--- config.mk ---
export PLATFORM = sky130hd
export DESIGN_NAME = vertical_sync_extractor
export DESIGN_NICKNAME = d
export VERILOG_FILES = /design/src/vsync_pkg.sv /design/src/osc_if.sv /design/src/vertical_sync_extractor.sv /design/src/vsync_osc.sv
export SDC_FILE = /design/constraint.sdc
export NUM_CORES = 1
export LEC_CHECK = 0
export BUFFER_PORTS_ARGS = -buffer_cell sky130_fd_sc_hd__buf_2
export CAP_MARGIN = 20
export CELL_PAD_IN_SITES_DETAIL_PLACEMENT = 0
export CELL_PAD_IN_SITES_GLOBAL_PLACEMENT = 1
export CORE_UTILIZATION = 38
export CTS_BUF_LIST = sky130_fd_sc_hd__clkbuf_4 sky130_fd_sc_hd__clkbuf_8 sky130_fd_sc_hd__clkbuf_16
export DETAILED_ROUTE_END_ITERATION = 8
export PLACE_DENSITY_LB_ADDON = 0.3
export SETUP_SLACK_MARGIN = 0.1
export SLEW_MARGIN = 30
export SYNTH_ARGS = -nofsm -noshare
export SYNTH_HDL_FRONTEND = slang
export SYNTH_SLANG_ARGS = --single-unit
export TNS_END_PERCENT = 30
--- constraint.sdc ---
create_clock -name clk_i -period 3.1 [get_ports clk_i]
set_input_delay 0.31 -clock clk_i [delete_from_list [all_inputs] [get_ports clk_i]]
set_output_delay 0.31 -clock clk_i [all_outputs]
set_load 0.01 [all_outputs]
--- src/vsync_pkg.sv ---
// Shared widths, reset values and counts for the vertical sync extractor.
// Assumes one 25 MHz clock and a synchronous active-low reset.
package vsync_pkg;
    localparam int unsigned        VIDEO_W    = 8;
    localparam int unsigned        INTEG_W    = 16;
    localparam int unsigned        PER_W      = 16;
    localparam int unsigned        DIV_W      = 3;
    localparam logic [DIV_W-1:0]   DIV_LAST   = 3'h7;
    localparam int unsigned        OSC_CYCLES = 8;
    localparam logic [INTEG_W-1:0] INTEG_RST  = 16'h0000;
    localparam logic [INTEG_W-1:0] INTEG_MAX  = 16'hFFFF;
    localparam logic [PER_W-1:0]   PER_RST    = 16'h0001;
    localparam logic [PER_W-1:0]   PER_MIN    = 16'h0001;
endpackage : vsync_pkg

--- src/osc_if.sv ---
// Link between the pulse flip-flop and the oscillator/divider.
// Assumes both ends share clk_i.
interface osc_if;
    logic                          enable;  // Pulse flip-flop set
    logic [vsync_pkg::PER_W-1:0]   period;  // Clocks per oscillator cycle
    logic                          done;    // Eighth cycle ends now
    modport ctrl (output enable, output period, input done);
    modport osc  (input enable, input period, output done);
endinterface : osc_if

--- src/vertical_sync_extractor.sv ---
// Composite sync stripper and vertical sync pulse generator, clocked form.
// Assumes digitized video sampled on clk_i and thresholds held static.
module vertical_sync_extractor (
    input  wire logic                          clk_i,         // 25 MHz clock
    input  wire logic                          reset_n_i,     // Sync reset
    input  wire logic [vsync_pkg::VIDEO_W-1:0] video_i,       // Video sample
    input  wire logic [vsync_pkg::VIDEO_W-1:0] black_level_i, // Sync slice
    input  wire logic [vsync_pkg::INTEG_W-1:0] charge_step_i, // Up rate
    input  wire logic [vsync_pkg::INTEG_W-1:0] discharge_step_i, // Down rate
    input  wire logic [vsync_pkg::INTEG_W-1:0] vertical_detect_threshold_i,
    input  wire logic [vsync_pkg::INTEG_W-1:0] default_trigger_threshold_i,
    input  wire logic [vsync_pkg::PER_W-1:0]   osc_period_i,  // Osc clocks
    output logic                               composite_sync_n_o, // Sync, low
    output logic                               vertical_sync_o,    // Pulse
    output logic                               field_clock_o       // 1 cycle
);
    typedef struct packed {
        logic                          sync_pos;
        logic                          sync_prev;
        logic                          csync_n;
        logic [vsync_pkg::INTEG_W-1:0] integ;
        logic                          latch;
        logic                          dflt_prev;
        logic                          vsync;
        logic                          field_clk;
        logic [vsync_pkg::PER_W-1:0]   per;
    } vs_state_t;

    vs_state_t s_q;
    vs_state_t s_d;
    osc_if     osc_link ();

    logic                          below;
    logic                          serration_edge;
    logic                          detect_hit;
    logic                          dflt_hit;
    logic                          set_req;
    logic [vsync_pkg::INTEG_W:0]   up_sum;

    vsync_osc u_osc (
        .clk_i     (clk_i),
        .reset_n_i (reset_n_i),
        .link      (osc_link)
    );

    assign osc_link.enable = s_q.vsync;
    assign osc_link.period = s_q.per;

    always_comb begin
        below          = video_i < black_level_i;
        serration_edge = s_q.sync_prev && !s_q.sync_pos;
        detect_hit     = s_q.integ >= vertical_detect_threshold_i;
        dflt_hit       = s_q.integ >= default_trigger_threshold_i;
        set_req        = (serration_edge && detect_hit)
                         || (dflt_hit && !s_q.dflt_prev);
        up_sum         = {1'b0, s_q.integ} + {1'b0, charge_step_i};
        s_d            = s_q;
        s_d.sync_pos   = below;
        s_d.sync_prev  = s_q.sync_pos;
        s_d.csync_n    = !below;
        s_d.dflt_prev  = dflt_hit;
        // Integrator charges in sync, bleeds between syncs
        if (s_q.sync_pos) begin
            s_d.integ = up_sum[vsync_pkg::INTEG_W] ? vsync_pkg::INTEG_MAX
                      : up_sum[vsync_pkg::INTEG_W-1:0];
        end else if (s_q.integ > discharge_step_i) begin
            s_d.integ = s_q.integ - discharge_step_i;
        end else begin
            s_d.integ = vsync_pkg::INTEG_RST;
        end
        if (serration_edge) begin
            s_d.latch = detect_hit;
        end
        s_d.field_clk = 1'b0;
        if (osc_link.done) begin
            s_d.vsync = 1'b0;
        end else if (set_req && !s_q.vsync) begin
            s_d.vsync     = 1'b1;
            s_d.field_clk = 1'b1;
            s_d.per       = osc_period_i;
        end
    end

    always_ff @(posedge clk_i) begin
        if (!reset_n_i) begin
            s_q         <= '0;
            s_q.csync_n <= 1'b1;
            s_q.per     <= vsync_pkg::PER_RST;
        end else begin
            s_q <= s_d;
        end
    end

    assign composite_sync_n_o = s_q.csync_n;
    assign vertical_sync_o    = s_q.vsync;
    assign field_clock_o      = s_q.field_clk;

    // Helper: length of the current vertical pulse
    logic [31:0] len_q;
    logic [31:0] per_eff32;
    always_ff @(posedge clk_i) begin
        if (!reset_n_i || !s_q.vsync) begin
            len_q <= 32'h0000_0001;
        end else begin
            len_q <= len_q + 32'h0000_0001;
        end
    end
    assign per_eff32 = (s_q.per < vsync_pkg::PER_MIN) ? 32'h0000_0001
                                                       : 32'(s_q.per);
endmodule : vertical_sync_extractor

--- src/vsync_osc.sv ---
// Gated oscillator tick divider followed by a divide-by-eight stage.
// Assumes period is held stable while enable is high.
module vsync_osc (
    input  wire logic clk_i,     // 25 MHz system clock
    input  wire logic reset_n_i, // Synchronous reset, active low
    osc_if.osc        link       // Enable in, done out
);
    typedef struct packed {
        logic [vsync_pkg::PER_W-1:0] cnt;
        logic [vsync_pkg::DIV_W-1:0] div;
    } osc_state_t;

    osc_state_t s_q;
    osc_state_t s_d;
    logic [vsync_pkg::PER_W-1:0] per_eff;
    logic                        tick;

    always_comb begin
        per_eff = (link.period < vsync_pkg::PER_MIN) ? vsync_pkg::PER_MIN
                                                      : link.period;
        tick = link.enable
               && (s_q.cnt == per_eff - vsync_pkg::PER_MIN);
        link.done = tick && (s_q.div == vsync_pkg::DIV_LAST);
        s_d = s_q;
        if (!link.enable) begin
            s_d = '0;
        end else if (tick) begin
            s_d.cnt = '0;
            s_d.div = s_q.div + 3'h1;
        end else begin
            s_d.cnt = s_q.cnt + vsync_pkg::PER_MIN;
        end
    end

    always_ff @(posedge clk_i) begin
        if (!reset_n_i) begin
            s_q <= '0;
        end else begin
            s_q <= s_d;
        end
    end
endmodule : vsync_osc

==> metrics.yaml <==
wl_per_cell_um: 15.1
place_congestion: 0.858
cts_buffer_depth: 2
gr-usage-met3_pct: 3.48
rsz0062_at_grt: "true"
whs_path_depth: 3
drive_gt1_share_pct: 22.5
irDropWorstVdd_mv: 0.251
hold_start: "osc_period_i[6]"
max_freq_mhz: 327
grt_pass1_vias: 5196
clkTransAtPathRegs_ns: 0.06
finalHoldViolCount: 0
busiest_layer: "met2"
worst_r2r_path_depth: 11
grt_usage_pct: 20.9
crit_path_end_kind: "flip-flop"
crit_required_ns: 3.36
synthArstFlopShare_pct: 0
cp_max_fo: 3
final_nets: 955
vias_per_cell: 5.33
grt_overflow_total: 0
slew_viol_final: 0
wl_um: 14600
fin_tns_setup_ns: 0
rows: 43
dieHeight_um: 121
dieArea_sq_mm: 0.0146
grt_max_degree: 35
grtUsageMet1_pct: 23.3
core-area_sq_mm: 0.0138
route.detailed.drc: 2
clock_latency_ns: 0.34
hpwl_um: 12000
netlist_top_cells_count: "75 x ha_1, 66 x inv_1, 66 x nand2_1, 57 x dfxtp_1, 33 x a21oi_1"
vias: 5142
tightest_slew_ns: 0.509
startpoint: "osc_link.period[11]"
tritoncts: "yes"
synth_area_leaders: "dfxtp_1 21%, ha_1 17%, inv_1 4.6%, nand2_1 4.6%, xor2_1 4.6%"
p_switching_mw: 0.911
synth_flop_cell: "dfxtp_1"
relSlewSlack_pct: 65.8
portBuffers: 100
power_leakage_nw: 3.14
arrival_ns: 3.32
violations: "design-rule violations"
synth-edff-count: 0
netlist_instances: 662
intPower_mw: 1.84
finalCritPeriodShare_pct: 98.7
synth_top_area_share_pct: 21.3
fin_crit_ns: 3.06
grt_pass1_wl_um: 24000
initial_core_util_pct: 38.8
synth_seq_cells: 57
power.density_mw_per_mm2: 420
die_w_um: 121
use_met2_pct: 39.5
post-synth-top-count-cell: "ha_1"
ys_seq_area_share_pct: 21.3
root_buffer: "clkbuf_16"
ant_nets: 0
avgSynthCellArea_sq_um: 8.11
synth_cell_types: 68
first_iter_violations: 187
switching_share_pct: 33.2
syn_nets: 837
hold_class: "primary input to flip-flop"
cts_buffers: 9
hold_ws_ns: 0.204
setup_viol: 0
yosys.area.top_type: "dfxtp_1"
drtPass1Iterations: 6
rr_startpoint: "osc_link.period[11]"
areaGrowthSynthToFinish_pct: 21.6
syn_area_sq_mm: 0.00537
combPwrFrac_pct: 32.2
cts_max_level: 3
ys_warn_count: 0
startpoint_type: "flip-flop"
seqPwrFrac_pct: 29.9
hold_buffers: 0
cts_sinks: 57
antenna_found_initial: 0
critical_path_class: "flip-flop to flip-flop"
antennaDiodeCount: 0
status: "complete, but fails checks"
clockPowerShare_pct: 37.9
max_cap_violations: 0
io_pins: 101
finClkSkew_ns: 0.00768
-- metal layers --
layer  vias up  share of wire (%)
met5         -                  0
li1       2627                  -
met4         0                2.6
met3        27                2.7
met2        84                 52
met1      2404                 42
-- power groups by stage --
| stage | Combinational, mW | Clock (mW) | Sequential [mW] |
|---|---|---|---|
| finish | 0.884 | 1.04 | 0.822 |
| CTS | 0.886 | 1.06 | 0.822 |
| global route | 0.991 | 1.10 | 0.829 |
| detailed placement | 0.870 | 0 | 0.837 |
| global placement | 0.850 | 0 | 0.835 |
| floorplan | 0.619 | 0 | 0.823 |
-- logic make-up (layout without fill, tap and decap cells) --
kind of cell	Yosys count	count (layout)	share of synthesized area [%]
flops	57	57	21.3
fa+ha+maj	77	77	18.2
buf+inv	85	208	6.76
compound gates	150	150	18.5
xor+xnor	51	51	8.32
mux	22	22	4.10
simple gates	220	220	22.8
-- layout by cell type (no fill, tap or decap), types with 5 or more instances in the layout --
cell / n
nor2b_1: 6
a21o_1: 20
nor2_1: 32
buf_4: 24
o21ai_0: 22
xor2_1: 27
nand2_1: 66
xnor2_1: 23
nand2b_1: 10
nand3_1: 15
nand4_1: 10
o22ai_1: 12
or3_1: 5
buf_2: 100
a211oi_1: 8
o211ai_1: 11
o21a_1: 5
a21oi_1: 31
inv_1: 66
nor3_2: 5
clkbuf_16: 9
a31oi_1: 9
and3_1: 7
dfxtp_1: 54
ha_1: 74
nor3_1: 27
mux2i_1: 22
-- state kept, by name, indices dropped and copies added (netlist names) --
register and flops:
u_osc.s_q 19, s_q 18, osc_link.period 16, composite_sync_n_o 1
field_clock_o 1, s_d 1, vertical_sync_o 1
-- through the flow --
step / total power, mW / setup WS, ns / utilization [%] / instances / area [sq um]
finish: 2.75 / 0.0397 / 47.2 / 965 / 6530
global route: 2.92 / -0.152 / 47.2 / 965 / 6530
CTS: 2.76 / 0.00413 / 47.1 / 965 / 6520
detailed placement: 1.71 / -0.0856 / 44.7 / 947 / 6180
global placement: 1.68 / 0.0626 / 44.7 / 947 / 6180
floorplan: 1.44 / -0.00354 / - / 662 / 5370
-- what timing repair did --
item / CTS / global route
setup endpoints to repair: 20 / 21
buffers inserted: 2 / 0
gates resized for setup: 4 / 3
pin swaps: 7 / 6
-- final timing paths --
kind	end	slack, ns
max	u_osc.s_q[0]	0.04
min	osc_link.period[6]	0.20
max reg2reg	u_osc.s_q[0]	0.04
min reg2reg	u_osc.s_q[2]	0.47
-- critical path, cell delays in order (launching register included) --
cell and delay (ns):
dfxtp_2 0.32, or4_4 0.55, nor4_4 0.32, a21oi_2 0.11, ha_4 0.30, xor2_2 0.16, o211ai_1 0.13, nor4bb_1 0.30
nand4_1 0.18, nor4b_4 0.23, buf_4 0.18, mux2i_1 0.20
-- final cells by class --
cell class | count | area, sq um
inverter | 67 | 251
multi-input combinational | 520 | 3900
tap | 180 | 225
timing repair buffer | 125 | 701
clock inverter | 6 | 66.3
fill | 1392 | 7300
clock buffer | 10 | 239
sequential | 57 | 1140
No activity file was read; power rests on OpenSTA's default activity.
